File: config.mk
export PLATFORM = sky130hd
export DESIGN_NAME = psacd_regs
export DESIGN_NICKNAME = d
export VERILOG_FILES = /design/src/hw/psacd_pkg.sv /design/src/hw/psacd_diag_if.sv /design/src/hw/psacd_diag_seq.sv /design/src/hw/psacd_regs.sv
export SDC_FILE = /design/constraint.sdc
export NUM_CORES = 1
export LEC_CHECK = 0
export ABC_AREA = 1
export CAP_MARGIN = 10
export CORE_AREA = 2 2 116 73
export CTS_CLUSTER_DIAMETER = 50
export DETAILED_ROUTE_END_ITERATION = 8
export DIE_AREA = 0 0 118 75
export DONT_BUFFER_PORTS = 1
export GPL_TIMING_DRIVEN = 0
export MAX_ROUTING_LAYER = met4
export PLACE_DENSITY = 0.74
export SLEW_MARGIN = 20
export SYNTH_ARGS = -nofsm -noshare
export SYNTH_HDL_FRONTEND = slang
export SYNTH_SLANG_ARGS = --single-unit
File: constraint.sdc
create_clock -name clk -period 6.8 [get_ports clk]
set_clock_uncertainty 0.1 [all_clocks]
set_input_delay 0.34 -clock clk [delete_from_list [all_inputs] [get_ports clk]]
set_output_delay 0.34 -clock clk [all_outputs]
set_load 0.05 [all_outputs]
File: src/hw/psacd_pkg.sv
// Constants for the PHY status, auto-negotiation and cable-diagnostic register view.
// Assumes a 100 MHz device clock and the banked 16-bit host register port.
// What this block does
// - Basic status bit 15 reads zero; no four-pair 100 Mb/s ability; read-only.
// - Basic status bits 14 and 13 read one: 100BASE-TX full and half ability.
// - Basic status bits 12 and 11 read one: 10BASE-T full and half ability.
// - Basic status bit 5 shows auto-negotiation finished; resets zero; read-only.
// - Basic status bit 3 always one; bit 0 reads zero; both read-only.
// - Advertisement bit 10 writable, resets one, selects advertising pause ability.
// - Advertisement bits 8 to 5 writable, reset one, select advertised duplex abilities.
// - Partner bit 10 read-only, resets zero, shows partner pause ability.
// - Partner bits 8 to 5 read-only, reset zero, show partner duplex abilities.
// - Writing one to diagnostic bit 15 starts a test; device clears it when done.
// - Diagnostic bit 15 at zero means results are valid; software waits for it.
// - Result field 14-13: 00 normal, 01 open, 10 short; read-only.
// - Result code 11 when the cable test itself could not complete.
// - Diagnostic bit 12 read-only, set for a short closer than ten metres.
// - Diagnostic bits 8-0 hold the unsigned fault distance count, about 0.4 m each.
// - Auto-negotiation enable control bit resets one; cleared means forced speed and duplex.
// - Writing one to restart control bit begins a new auto-negotiation exchange.
package psacd_pkg;

	// Bank numbers and byte offsets of the host register port.
	localparam logic [5:0] BANK_PHY_MII = 6'h2D;
	localparam logic [5:0] BANK_CABLE_DIAG = 6'h2F;
	localparam logic [7:0] OFF_BASIC_CTRL = 8'h00;
	localparam logic [7:0] OFF_BASIC_STATUS = 8'h02;
	localparam logic [7:0] OFF_ID_LOW = 8'h04;
	localparam logic [7:0] OFF_ID_HIGH = 8'h06;
	localparam logic [7:0] OFF_ADVERT = 8'h08;
	localparam logic [7:0] OFF_PARTNER = 8'h0A;
	localparam logic [7:0] OFF_DIAG = 8'h00;

	// Identifier values; the defaults are arbitrary neutral values.
	localparam logic [15:0] ID_LOW_DEFAULT = 16'hA5C3;
	localparam logic [15:0] ID_HIGH_DEFAULT = 16'h3C5A;

	// Basic control field positions and reset values.
	localparam int CTRL_AN_EN_BIT = 12;
	localparam int CTRL_AN_RESTART_BIT = 9;
	localparam logic CTRL_AN_EN_RESET = 1'b1;

	// Basic status field positions.
	localparam int ST_T4_BIT = 15;
	localparam int ST_100FD_BIT = 14;
	localparam int ST_100HD_BIT = 13;
	localparam int ST_10FD_BIT = 12;
	localparam int ST_10HD_BIT = 11;
	localparam int ST_AN_DONE_BIT = 5;
	localparam int ST_AN_ABLE_BIT = 3;
	localparam int ST_LINK_BIT = 2;
	localparam int ST_EXT_BIT = 0;

	// Advertisement and partner ability field positions.
	localparam int ADV_PAUSE_BIT = 10;
	localparam int ADV_ABIL_LSB = 5;
	localparam int ADV_ABIL_W = 4;
	localparam logic ADV_PAUSE_RESET = 1'b1;
	localparam logic [3:0] ADV_ABIL_RESET = 4'hF;
	localparam logic [4:0] SELECTOR_8023 = 5'h01;

	// Cable diagnostic field positions and result codes.
	localparam int DG_START_BIT = 15;
	localparam int DG_RES_LSB = 13;
	localparam int DG_NEAR_BIT = 12;
	localparam int DG_COUNT_W = 9;
	localparam logic [1:0] DG_RES_NORMAL = 2'h0;
	localparam logic [1:0] DG_RES_OPEN = 2'h1;
	localparam logic [1:0] DG_RES_SHORT = 2'h2;
	localparam logic [1:0] DG_RES_FAIL = 2'h3;

	// Time a test may take before it is declared failed.
	localparam int CLK_PERIOD_NS = 10;
	localparam int DIAG_TIMEOUT_NS = 10000000;
	localparam int DIAG_TIMEOUT_CYCLES = DIAG_TIMEOUT_NS / CLK_PERIOD_NS;
	localparam int DIAG_CNT_W = 24;

	// Width of the synchronised status vector from the line circuitry.
	localparam int SYNC_W = 20;

	typedef enum logic [0:0] {DIAG_IDLE, DIAG_RUN} psacd_diag_state_type;

endpackage

File: src/hw/psacd_diag_if.sv
// Interface between the register view and the cable-diagnostic sequencer.
// Assumes both ends share the device clock.
`timescale 1ns/1ps
interface psacd_diag_if;
	logic start;
	logic busy;
	logic [1:0] result;
	logic near_short;
	logic [8:0] fault_count;

	// The sequencer owns test state; the register view only requests starts.
	modport seq (input start, output busy, output result, output near_short, output fault_count);
	modport regs (output start, input busy, input result, input near_short, input fault_count);
endinterface

File: src/hw/psacd_diag_seq.sv
// Cable-diagnostic sequencer: runs one test and captures its outcome.
// Assumes line-side inputs are already synchronised to clk.
`timescale 1ns/1ps
module psacd_diag_seq import psacd_pkg::*; #(
	parameter int TIMEOUT_CYCLES = DIAG_TIMEOUT_CYCLES
) (
	// Clock and reset.
	input wire logic clk,
	input wire logic rst_n,
	// Register side.
	psacd_diag_if.seq dg,
	// Line side.
	input wire logic line_done,
	input wire logic [1:0] line_result,
	input wire logic line_near_short,
	input wire logic [8:0] line_count,
	output logic line_run
);

	psacd_diag_state_type state_reg, state_next;
	logic [DIAG_CNT_W-1:0] timer_reg, timer_next;
	logic [1:0] result_reg, result_next;
	logic near_reg, near_next;
	logic [8:0] count_reg, count_next;

	////////////////////////////////////////////////////////////////////////////////
	// Next state: a start is taken only when idle, so a test in flight cannot be restarted.
	always_comb begin
		state_next = state_reg;
		timer_next = timer_reg;
		result_next = result_reg;
		near_next = near_reg;
		count_next = count_reg;
		case (state_reg)
			DIAG_IDLE: begin
				if (dg.start) begin
					state_next = DIAG_RUN;
					timer_next = '0;
				end
			end
			DIAG_RUN: begin
				if (line_done) begin
					state_next = DIAG_IDLE;
					result_next = line_result;
					near_next = line_near_short;
					count_next = line_count;
				end else if (timer_reg == DIAG_CNT_W'(TIMEOUT_CYCLES - 1)) begin
					// A line that never answers must not hang software polling the start bit.
					state_next = DIAG_IDLE;
					result_next = DG_RES_FAIL;
					near_next = 1'b0;
					count_next = '0;
				end else begin
					timer_next = timer_reg + DIAG_CNT_W'(1);
				end
			end
			default: state_next = DIAG_IDLE;
		endcase
	end

	// State registers.
	always_ff @(posedge clk or negedge rst_n) begin
		if (!rst_n) begin
			state_reg <= DIAG_IDLE;
			timer_reg <= '0;
			result_reg <= DG_RES_NORMAL;
			near_reg <= 1'b0;
			count_reg <= '0;
		end else begin
			state_reg <= state_next;
			timer_reg <= timer_next;
			result_reg <= result_next;
			near_reg <= near_next;
			count_reg <= count_next;
		end
	end

	// Busy drives the start bit read-back and the line request.
	assign dg.busy = (state_reg == DIAG_RUN);
	assign dg.result = result_reg;
	assign dg.near_short = near_reg;
	assign dg.fault_count = count_reg;
	assign line_run = (state_reg == DIAG_RUN);

endmodule

File: src/hw/psacd_regs.sv
// Host-visible PHY status, identifier, advertisement, partner and cable-diagnostic registers.
// Assumes a banked 16-bit host port on clk and status levels from the analog line circuitry.
`timescale 1ns/1ps
module psacd_regs import psacd_pkg::*; #(
	parameter logic [15:0] ID_LOW = ID_LOW_DEFAULT,
	parameter logic [15:0] ID_HIGH = ID_HIGH_DEFAULT,
	parameter int TIMEOUT_CYCLES = DIAG_TIMEOUT_CYCLES
) (
	// Clock and reset.
	input wire logic clk,
	input wire logic rstn,
	// Host register port.
	input wire logic [5:0] reg_bank,
	input wire logic [7:0] reg_addr,
	input wire logic reg_wr,
	input wire logic reg_rd,
	input wire logic [15:0] reg_wdata,
	output logic [15:0] reg_rdata,
	output logic reg_rvalid,
	// Line status inputs, asynchronous to clk.
	input wire logic line_link_up,
	input wire logic line_an_done,
	input wire logic line_lp_pause,
	input wire logic [3:0] line_lp_abil,
	input wire logic line_diag_done,
	input wire logic [1:0] line_diag_result,
	input wire logic line_diag_near_short,
	input wire logic [8:0] line_diag_count,
	// Line control outputs.
	output logic an_enable,
	output logic an_restart,
	output logic adv_pause,
	output logic [3:0] adv_abil,
	output logic diag_run
);

	logic rst_s1_reg, rst_n_sync;
	logic [SYNC_W-1:0] sync_in, sync_s1_reg, sync_s2_reg;
	logic link_s, an_done_s, lp_pause_s, dg_done_s, dg_near_s;
	logic [3:0] lp_abil_s;
	logic [1:0] dg_res_s;
	logic [8:0] dg_count_s;
	logic an_en_reg, an_en_next;
	logic restart_reg, restart_next;
	logic pause_reg, pause_next;
	logic [3:0] abil_reg, abil_next;
	logic [15:0] rdata_reg, rdata_next;
	logic rvalid_reg, rvalid_next;
	logic start_req;
	logic [15:0] ctrl_word, status_word, adv_word, partner_word, diag_word;
	logic hit_mii, hit_diag;
	psacd_diag_if dg ();

	////////////////////////////////////////////////////////////////////////////////
	// Reset release through two flops so no flop leaves reset on a ragged edge.
	always_ff @(posedge clk or negedge rstn) begin
		if (!rstn) begin
			rst_s1_reg <= 1'b0;
			rst_n_sync <= 1'b0;
		end else begin
			rst_s1_reg <= 1'b1;
			rst_n_sync <= rst_s1_reg;
		end
	end

	////////////////////////////////////////////////////////////////////////////////
	// Line status passes two flops per bit; only the second stage is read.
	// Multi-bit fields are sampled per bit, so the line side must hold them stable around done.
	assign sync_in = {line_link_up, line_an_done, line_lp_pause, line_lp_abil, line_diag_done,
		line_diag_result, line_diag_near_short, line_diag_count};

	genvar gi;
	generate
		for (gi = 0; gi < SYNC_W; gi++) begin : g_sync
			always_ff @(posedge clk or negedge rst_n_sync) begin
				if (!rst_n_sync) begin
					sync_s1_reg[gi] <= 1'b0;
					sync_s2_reg[gi] <= 1'b0;
				end else begin
					sync_s1_reg[gi] <= sync_in[gi];
					sync_s2_reg[gi] <= sync_s1_reg[gi];
				end
			end
		end
	endgenerate

	assign {link_s, an_done_s, lp_pause_s, lp_abil_s, dg_done_s, dg_res_s, dg_near_s, dg_count_s} = sync_s2_reg;

	////////////////////////////////////////////////////////////////////////////////
	// Diagnostic sequencer.
	psacd_diag_seq #(
		.TIMEOUT_CYCLES(TIMEOUT_CYCLES)
	) u_diag (
		.clk(clk),
		.rst_n(rst_n_sync),
		.dg(dg.seq),
		.line_done(dg_done_s),
		.line_result(dg_res_s),
		.line_near_short(dg_near_s),
		.line_count(dg_count_s),
		.line_run(diag_run)
	);

	////////////////////////////////////////////////////////////////////////////////
	// Address decode for the two banks.
	assign hit_mii = (reg_bank == BANK_PHY_MII);
	assign hit_diag = (reg_bank == BANK_CABLE_DIAG) && (reg_addr == OFF_DIAG);
	assign start_req = reg_wr && hit_diag && reg_wdata[DG_START_BIT];
	assign dg.start = start_req;

	// Read-back words; every bit not named here reads zero.
	always_comb begin
		ctrl_word = '0;
		ctrl_word[CTRL_AN_EN_BIT] = an_en_reg;
		status_word = '0;
		status_word[ST_T4_BIT] = 1'b0;
		status_word[ST_100FD_BIT] = 1'b1;
		status_word[ST_100HD_BIT] = 1'b1;
		status_word[ST_10FD_BIT] = 1'b1;
		status_word[ST_10HD_BIT] = 1'b1;
		status_word[ST_AN_DONE_BIT] = an_done_s;
		status_word[ST_AN_ABLE_BIT] = 1'b1;
		status_word[ST_EXT_BIT] = 1'b0;
		status_word[ST_LINK_BIT] = link_s;
		adv_word = {11'h000, SELECTOR_8023};
		adv_word[ADV_PAUSE_BIT] = pause_reg;
		adv_word[ADV_ABIL_LSB +: ADV_ABIL_W] = abil_reg;
		partner_word = {11'h000, SELECTOR_8023};
		partner_word[ADV_PAUSE_BIT] = lp_pause_s;
		partner_word[ADV_ABIL_LSB +: ADV_ABIL_W] = lp_abil_s;
		diag_word = '0;
		diag_word[DG_START_BIT] = dg.busy;
		diag_word[DG_RES_LSB +: 2] = dg.result;
		diag_word[DG_NEAR_BIT] = dg.near_short;
		diag_word[DG_COUNT_W-1:0] = dg.fault_count;
	end

	////////////////////////////////////////////////////////////////////////////////
	// In the MII bank, writes reach only the control and advertisement fields; all else there ignores them.
	always_comb begin
		an_en_next = an_en_reg;
		restart_next = 1'b0;
		pause_next = pause_reg;
		abil_next = abil_reg;
		if (reg_wr && hit_mii) begin
			case (reg_addr)
				OFF_BASIC_CTRL: begin
					an_en_next = reg_wdata[CTRL_AN_EN_BIT];
					restart_next = reg_wdata[CTRL_AN_RESTART_BIT];
				end
				OFF_ADVERT: begin
					pause_next = reg_wdata[ADV_PAUSE_BIT];
					abil_next = reg_wdata[ADV_ABIL_LSB +: ADV_ABIL_W];
				end
				default: begin
					an_en_next = an_en_reg;
				end
			endcase
		end
	end

	// Read data is registered one cycle after the read strobe; unmapped offsets give zero.
	always_comb begin
		rvalid_next = reg_rd;
		rdata_next = '0;
		if (reg_rd && hit_mii) begin
			case (reg_addr)
				OFF_BASIC_CTRL: rdata_next = ctrl_word;
				OFF_BASIC_STATUS: rdata_next = status_word;
				OFF_ID_LOW: rdata_next = ID_LOW;
				OFF_ID_HIGH: rdata_next = ID_HIGH;
				OFF_ADVERT: rdata_next = adv_word;
				OFF_PARTNER: rdata_next = partner_word;
				default: rdata_next = '0;
			endcase
		end else if (reg_rd && hit_diag) begin
			rdata_next = diag_word;
		end
	end

	// Register stage for control, advertisement and read data.
	always_ff @(posedge clk or negedge rst_n_sync) begin
		if (!rst_n_sync) begin
			an_en_reg <= CTRL_AN_EN_RESET;
			restart_reg <= 1'b0;
			pause_reg <= ADV_PAUSE_RESET;
			abil_reg <= ADV_ABIL_RESET;
			rdata_reg <= '0;
			rvalid_reg <= 1'b0;
		end else begin
			an_en_reg <= an_en_next;
			restart_reg <= restart_next;
			pause_reg <= pause_next;
			abil_reg <= abil_next;
			rdata_reg <= rdata_next;
			rvalid_reg <= rvalid_next;
		end
	end

	// Outputs come straight from flops; restart is a one-cycle pulse per write of one.
	assign an_enable = an_en_reg;
	assign an_restart = restart_reg;
	assign adv_pause = pause_reg;
	assign adv_abil = abil_reg;
	assign reg_rdata = rdata_reg;
	assign reg_rvalid = rvalid_reg;

endmodule

* Word-level counts from Yosys, hierarchy flattened
Index checks and enable logic that the tools add are counted.
** Cells by class
- Add/subtract/negate cells :: 1
- Eq/ne operators :: 11
- Muxes and demuxes :: 19
- Bitwise logic cells :: 1
- Reductions and logical operators :: 12
** Operators with widths (count)
- one-hot mux 16 bit (6 select lines) :: 1
- 2-to-1 mux 24 bit :: 3
- one-hot mux 24 bit (2 select lines) :: 1
- 2-to-1 mux 16 bit :: 2
- adder 24 x 1 -> 24 bit (second input constant) :: 1
- == test 24 x 20 -> 1 bit (second input constant) :: 1
- 2-to-1 mux 9 bit :: 2
- == test 8 x 3 -> 1 bit (second input constant) :: 2
- == test 8 x 4 -> 1 bit (second input constant) :: 2
- == test 6 bit (second input constant) :: 2
- == test 8 x 2 -> 1 bit (second input constant) :: 1
- logical NOT 8 bit :: 1
- 2-to-1 mux 1 bit :: 7
- logical AND 1 bit :: 6
- inequality test 2 bit (second input constant) :: 3
- AND reduction 2 bit :: 3
- 2-to-1 mux 2 bit :: 2
- AND reduction 3 bit :: 1
- one-hot mux 1 bit (2 select lines) :: 1
- nonzero test 2 bit :: 1
- inverter 1 bit :: 1
** Word-level totals
- Register bits :: 103
- Bits of input ports :: 54

* Longest topological paths before layout
Gate-level depths: netlist (run 1).
- Depth after elaboration :: 6
- Mapped depth :: 10
- Depth with buffers taken out :: 9

* By module
Synthesis (run 1) repeated with hierarchy kept, for this count alone.
** Second synthesis, totals
- Cells, all modules :: 529
- Area total of the unflattened synthesis :: 4569.4 um^2
** Modules (own cells, without submodules)
- psacd_regs :: times used 1, cells an instance 196, area each 2302.2 um^2
- psacd_diag_seq :: times used 1, cells an instance 333, area each 2267.2 um^2

* Least setup slack after synthesis (run 1)
No wires, ideal clock.
- Kind :: register -> register
- From :: reg u_diag.state_reg (netlist: u_diag.dg.busy)
- To :: reg u_diag.timer_reg[20]
- Arrival time :: 1.468 ns
- Path slack :: 5.114 ns
- Cell stages (with the launch flop) :: 7
- Path buffers :: 2
- Clock period less this slack :: 1.686 ns
- Cell sequence :: dfrtp_1 -> clkbuf_1 -> nor2_1 -> nand4_4 -> buf_6 -> nand3_1 -> nand2_1
** On the way
- Word-level cells in the longest chain between the ends :: 3
- Elaborated cells on any way between the ends :: 6
- Those cells by class :: eq/ne: 3; mux: 1; bitwise: 1; reduce/logical: 1
** Ends and longest elaborated chain
- start, declared :: line psacd_diag_seq.sv:20 : psacd_diag_state_type state_reg, state_next;
- start signal, assigned :: line psacd_diag_seq.sv:70 : state_reg <= state_next;
- inverter 1 bit :: line psacd_diag_seq.sv:34 : case (state_reg)
- inequality test 2 bit (no source line)
- AND reduction 3 bit (no source line)
- end signal, assigned :: line psacd_diag_seq.sv:71 : timer_reg <= timer_next;
- end, declared :: line psacd_diag_seq.sv:21 : logic [DIAG_CNT_W-1:0] timer_reg, timer_next;
Several ways; a longest one is shown, not always the timed one.
A chain may end at the register's enable or synchronous reset.

* Worst setup path after layout (run 1)
- From :: reg u_diag.timer_reg[0]
- To :: reg u_diag.timer_reg[21]
** On the way
- Word-level cells in the longest chain between the ends :: 4
- Elaborated cells on any way between the ends :: 7
- Those cells by class :: add/sub: 1; eq/ne: 2; mux: 3; reduce/logical: 1
** Ends and longest elaborated chain
- adder 24 x 1 -> 24 bit :: line psacd_diag_seq.sv:54 : timer_next = timer_reg + DIAG_CNT_W'(1);
- 2-to-1 mux 24 bit :: line psacd_diag_seq.sv:47 : end else if (timer_reg == DIAG_CNT_W'(TIMEOUT_CYCLES - 1)) begin
- 2-to-1 mux 24 bit :: line psacd_diag_seq.sv:42 : if (line_done) begin
- one-hot mux 24 bit (2 select lines) :: line psacd_diag_seq.sv:34
Several ways; a longest one is shown, not always the timed one. The select of a mux whose other input is x is not followed.

==> results of run 1 <==
-- per-stage QoR --
stage	setup slack (ps)	util, %	hold WS (ps)	power [uW]	cells
global placement	2730	60.5	-55.5	665	625
global route	4480	67.9	7.08	1190	669
finish	4750	67.9	21.4	1140	669
detailed placement	4780	60.9	-55.5	668	626
floorplan	3660	-	-55.6	658	517
CTS	4770	67.9	5.97	1160	669
-- per-layer routing --
layer | wire (um) | share of wire (%)
met5 | 0 | 0
met4 | 105 | 1.0
met3 | 875 | 8.5
met2 | 4680 | 46
met1 | 4610 | 45
-- cells by family after synthesis --
| family | after synthesis | synth area share (%) |
|---|---|---|
| buf+inv | 52 | 5.41 |
| other cells | 2 | 0.166 |
| xor+xnor | 6 | 1.16 |
| flops | 102 | 56.4 |
| fa+ha+maj | 1 | 0.276 |
| simple gates | 340 | 34.7 |
| compound gates | 14 | 1.82 |
-- final timing paths --
path,slack [ps],startpoint,to
setup / recovery,4750,u_diag.timer_reg[0]$_DFFE_PN0P_,u_diag.timer_reg[21]$_DFFE_PN0P_
hold / removal,20,reg_wdata[7],adv_abil[2]$_DFFE_PN1P_
setup reg to reg,4750,u_diag.timer_reg[0]$_DFFE_PN0P_,u_diag.timer_reg[21]$_DFFE_PN0P_
hold reg to reg,250,sync_s1_reg[15]$_DFF_PN0_,lp_abil_s[2]$_DFF_PN0_
max in group asynchronous,5680,rst_n_sync$_DFF_PN0_,u_diag.dg.fault_count[7]$_DFFE_PN0P_
min in group asynchronous,120,rstn,rst_n_sync$_DFF_PN0_
-- cells in the mapped netlist, drive strengths merged --
library cell and n:
a21boi 1, a21oi 3, and3 1, buf 10, clkbuf 4, clkinv 2, conb 2, dfrtp 96
dfstp 6, ha 1, inv 36, nand2 153, nand3 94, nand4 15, nor2 68, nor3 5
nor4 2, o21ai 9, o21bai 1, or2 2, xnor2 3, xor2 3
-- repair_timing --
action | in CTS | in global routing
hold buffers | 27 | 0
hold endpoints to repair | 28 | 0
gates resized for setup | 0 | 0
-- power by group through the flow --
| stage | registers [uW] | logic, uW | clock network [uW] |
|---|---|---|---|
| 3_3_place_gp | 649 | 16.1 | 0 |
| 2_1_floorplan | 644 | 14.3 | 0 |
| 3_5_place_dp | 644 | 24.2 | 0 |
| 6_report | 632 | 37.0 | 475 |
| 4_1_cts | 632 | 37.1 | 486 |
| 5_1_grt | 634 | 41.4 | 513 |
-- layout make-up --
cell class                      instances  area [um^2]  share of cell area (%)
Multi-Input combinational cell        363         1730                    33.0
Sequential cell                       102         2560                    48.9
Inverter                               38          143                    2.72
Timing Repair Buffer                   28          298                    5.68
Clock buffer                           12          236                    4.51
Buffer                                 14          103                    1.96
Clock inverter                          4         32.5                   0.621
Tap cell                              108          135                    2.58
-- cells in the final DEF (no fill, tap or decap), drive strengths merged --
master	count
xnor2	3
nor2	68
conb	2
nor4	2
clkinvlp	2
ha	1
and3	1
buf	11
a21oi	3
dfrtp	96
o21bai	1
dfstp	6
nand2	153
clkbuf	16
xor2	3
nand4	15
inv	38
o21ai	9
clkinv	2
nand3	94
a21boi	1
nor3	5
or2	2
dlygate4sd3	27
-- worst max-delay path, delay by kind of cell (launching register included) --
family                   cells  cell delay [ps]
AND/OR/NAND/NOR              6              890
flip-flops                   1              430
adder cells (fa/ha/maj)      1              270
buffers and inverters        1              240
==> qor.txt, run 1 <==
initial antenna violation count: 0
vias per cell: 5.47
max reg flops: 24
Ys Warns: 0
Worst-path clk slew: 70 ps
largest net degree at the start of global routing: 53
full die area: 8850 um^2
Post-Synthesis Cells: 517
crit end category: register
Clock Power Share: 41.5%
Slew headroom: 57.3%
Die Height: 75 um
Skew-Pair Late Insertion Delay: 350 ps
Seq/Total Area, Yosys: 56.4%
met1 Track Usage GR: 34.3%
Final setup viols: 0
worst-path cell chain: ha_1 > nand3_1 > nor2_1 > nand3_1 > nand2_2 > clkinv_1 > nand4_1 > nand2_1
vias in the first global route: 3494
LEAKAGE: 0.00247 uW
dpl hpwl: 7.20 mm
number of iterations in the first detailed-routing pass: 5
initial drt markers: 352
synth-to-layout area growth: 15.6%
Worst VDD drop: 0.144 mV
WL/cell: 15.4 um
antenna-violating nets left: 0
Ports: 79
first-pass GRT wire length: 17.1 mm
row count: 25
Sw Pwr: 256 uW
syn nets: 572
status: completed
CTS max path bufs: 2
combinational fraction of design power: 3.2%
required time of the critical path: 6930 ps
slowest CP cell: dfrtp_1
most frequent cell on the critical path: nand3_1
R2R cell count: 8
antenna diode count: 0
grt met3 use: 8.94%
dominant cell type by area after synthesis: dfrtp_1
synth top area cells: dfrtp_1, nand2_1, nand3_1, nor2_1, dfstp_2
post-synth cell types: 34
min-delay worst type: input port to register
total vias in the final route: 3660
port buffer count: 0
filler cell count: 627
Slew @ Worst Pin: 640 ps
gpl congestion: 0.988
Finished Cell Area: 5240 um^2
internal cell power: 888 uW
Top Usage Layer GRT: met2
Total Wirelength: 10.3 mm
slowest stage delay, CP: 430 ps
Reg power frac: 55.2%
Synth top area share: 53.0%
CP Max Fanout: 9
CP startpoint kind: register
fin nets: 611
dpl cell area: 4700 um^2
RSZ-0062 raised after global routing: no
layout cell share with drive strength beyond 1: 10.2%
CORE AREA: 7730 um^2
met2 Use GR: 40.3%
H-tree depth: 3
CTS root buffer: clkbuf_16
Max-cap violations: 0
setup TNS: 0 ps
# clock sinks: 102
synthesized flop and latch total: 102
# Post-CTS Setup Buffers: 0
clock buffer count from CTS: 9
final hold vios: 0
critical path class: register to register
sw frac: 22.4%
Final min period: 2050 ps
mapped cell area: 4540 um^2
die width: 118 um
Hold Path Depth: 2
gr ovfl total: 0
FMAX: 488 MHz
Period Utilization, post-route: 30.1%
max-slew violations: 0
Syn Area/Cell: 8.78 um^2
Initial Util: 58.7%
CTS tree: built
Power Density: 218 nW/um^2
total global-route track usage: 26.5%
CP arrival: 2170 ps
Remaining DRCs: 0
Note: power is estimated with default switching activity, not from simulation.
==> run 2, diff against run 1 <==
==> constraint.sdc (replaced) <==
create_clock -name clk -period 2 [get_ports clk]
set_clock_uncertainty 0.1 [all_clocks]
set_input_delay 0.1 -clock clk [delete_from_list [all_inputs] [get_ports clk]]
set_output_delay 0.1 -clock clk [all_outputs]
set_load 0.05 [all_outputs]
==> run 2 against run 1 <==
Combinational power rose to 3.9 times the previous value. Setup slack got worse by 4700 ps. Register-to-register slack got worse by 4700 ps. Sequential cell count did not move. Non-clock buffer count rose by 21. Core utilization rose by 3.4 points. Clock power rose to 3.8 times the previous value. Sequential power rose to 3.4 times the previous value. Critical path depth fell by 2. Final cell count rose by 3.1%. Critical endpoint is now adv_abil[2]$_DFFE_PN1P_.
==> qor.txt, run 2 (synthesis results as in run 1) <==
max-slew violations: 0 (unchanged)
most frequent cell on the critical path: dlygate4sd3_1
Skew-Pair Late Insertion Delay: 350 ps (about the same)
CTS root buffer: clkbuf_16
dpl hpwl: 7.79 mm (+8.3%)
gr ovfl total: 0 (unchanged)
Ports: 79 (unchanged)
CP Max Fanout: 7 (-2)
gpl congestion: 0.960 (-2.9%)
Power Density: 747 nW/um^2 (+240%)
LEAKAGE: 0.00260 uW (+5.3%)
Worst-path clk slew: 70 ps (about the same)
Max-cap violations: 0 (unchanged)
largest net degree at the start of global routing: 53 (unchanged)
worst-path cell chain: dlygate4sd3_1 > or2_4 > nor3_4 > nand3_1 > dlygate4sd3_1 > nand2_1
CP delay by family, top: buffers and inverters
CP startpoint kind: input port
CORE AREA: 7730 um^2 (unchanged)
die width: 118 um (unchanged)
synth-to-layout area growth: 21.4%
Slew headroom: 55.6% (-1.7 points)
final hold slack: 17.1 ps (-4.29 ps)
crit end category: register
number of iterations in the first detailed-routing pass: 7 (+2)
min-delay worst type: input port to register
Tot Pwr: 4110 uW (+260%)
commonest non-fill, non-tap cell in the layout: nand2_1
final hold vios: 0 (unchanged)
WL/cell: 16.6 um (+8.3%)
required time of the critical path: 2190 ps (-4740 ps)
CTS max path bufs: 2 (unchanged)
clock buffer count from CTS: 9 (unchanged)
max reg flops: 24 (unchanged)
Buf/Inv on CP: 2 (+1)
# clock sinks: 102 (unchanged)
total global-route track usage: 28.8% (+2.4 points)
Final min period: 1940 ps
full die area: 8850 um^2 (unchanged)
FMAX: 514 MHz
port buffer count: 0 (unchanged)
CTS tree: built
fin nets: 632 (+3.4%)
row count: 25 (unchanged)
vias in the first global route: 3648 (+4.4%)
Remaining DRCs: 0 (unchanged)
antenna-violating nets left: 0 (unchanged)
CP arrival: 2130 ps (-40 ps)
Slew @ Worst Pin: 666 ps (+26.2 ps)
r2r setup slk: 60 ps (-4700 ps)
vias per cell: 5.53 (+1.0%)
Placement Setup Slack: -163 ps (-4940 ps)
slowest stage delay, CP: 600 ps (+170 ps)
Final setup viols: 0 (unchanged)
status: completed
most frequent cells in the layout: nand2_1, dfrtp_1, nand3_1, nor2_1, dlygate4sd3_1
slowest CP cell: dlygate4sd3_1
initial drt markers: 472 (+34%)
Initial Util: 58.7% (unchanged)
layout cell share with drive strength beyond 1: 12.0% (+1.9 points)
first-pass GRT wire length: 18.4 mm (+7.9%)
Setup WS post-layout: 55.0 ps (-4700 ps)
H-tree depth: 3 (unchanged)
Worst VDD drop: 0.647 mV (+350%)
initial antenna violation count: 0 (unchanged)
critical path class: input port to register
Util after Layout: 71.3% (+3.4 points)
Total Wirelength: 11.5 mm (+12%)
Die Height: 75 um (unchanged)
antenna diode count: 0 (unchanged)
filler cell count: 588 (-6.2%)
Period Utilization, post-route: 97.2%
total vias in the final route: 3814 (+4.2%)
## run 2: routing by layer
layer / track usage [%] / vias up / routed length, um
li1: - / 1791 / -
met1: 38.5 / 1839 / 5140
met2: 43.3 / 158 / 5150
met3: 7.95 / 26 / 961
met4: 9.91 / 0 / 230
met5: - / - / 0
## run 2: worst paths after layout
path	endpoint	from	depth (start not counted)
worst max-delay path	adv_abil[2]$_DFFE_PN1P_	reg_addr[2]	6
worst min-delay path	reg_rdata[13]$_DFF_PN0_	reg_addr[3]	5
worst max register to register	u_diag.timer_reg[23]$_DFFE_PN0P_	u_diag.timer_reg[0]$_DFFE_PN0P_	9
worst min register to register	lp_abil_s[3]$_DFF_PN0_	sync_s1_reg[16]$_DFF_PN0_	0
max in group asynchronous	u_diag.timer_reg[0]$_DFFE_PN0P_	rst_n_sync$_DFF_PN0_	1
min in group asynchronous	lp_pause_s$_DFF_PN0_	rst_n_sync$_DFF_PN0_	0
## run 2: report_power, final
group / internal [uW] / leakage (uW) / total [uW] / switching (uW)
clock: 999 / 0.000156 / 1820 / 817
sequential: 2110 / 0.00121 / 2150 / 43.1
combinational: 67.3 / 0.00124 / 146 / 78.4
total: 3170 / 0.00260 / 4110 / 939
## run 2: layout make-up
type	count	area, um^2	share of cell area, %
buffer	14	106	1.93
sequential	102	2560	46.6
tap	108	135	2.45
clock buffer	9	225	4.09
timing repair buffer	49	503	9.13
clock inverter	7	87.6	1.59
inverter	38	144	2.61
multi-input combinational	363	1740	31.6
## run 2: what timing repair did
item,4_1_cts,5_1_grt
pin swaps,0,1
resized for setup,4,5
endpoints found under the hold margin,41,1
setup buffers,0,2
hold buffers,46,1
setup endpoints to repair,31,36
## run 2: stage by stage
stage | setup TNS (ps) | std cells | instance area [um^2]
final | 0 | 690 | 5510
after global routing | -100 | 690 | 5510
after CTS | 0 | 688 | 5480
after detailed placement | -1660 | 626 | 4700
after global placement | -32720 | 625 | 4670
after floorplan | 0 | 517 | 4540
## run 2: worst reg2reg max path, delay by kind of cell (launching register included)
kind	cells	cell delay, ps
AND/OR/NAND/NOR	6	750
flip-flops	1	450
adder cells (fa/ha/maj)	1	260
buffers and inverters	2	260
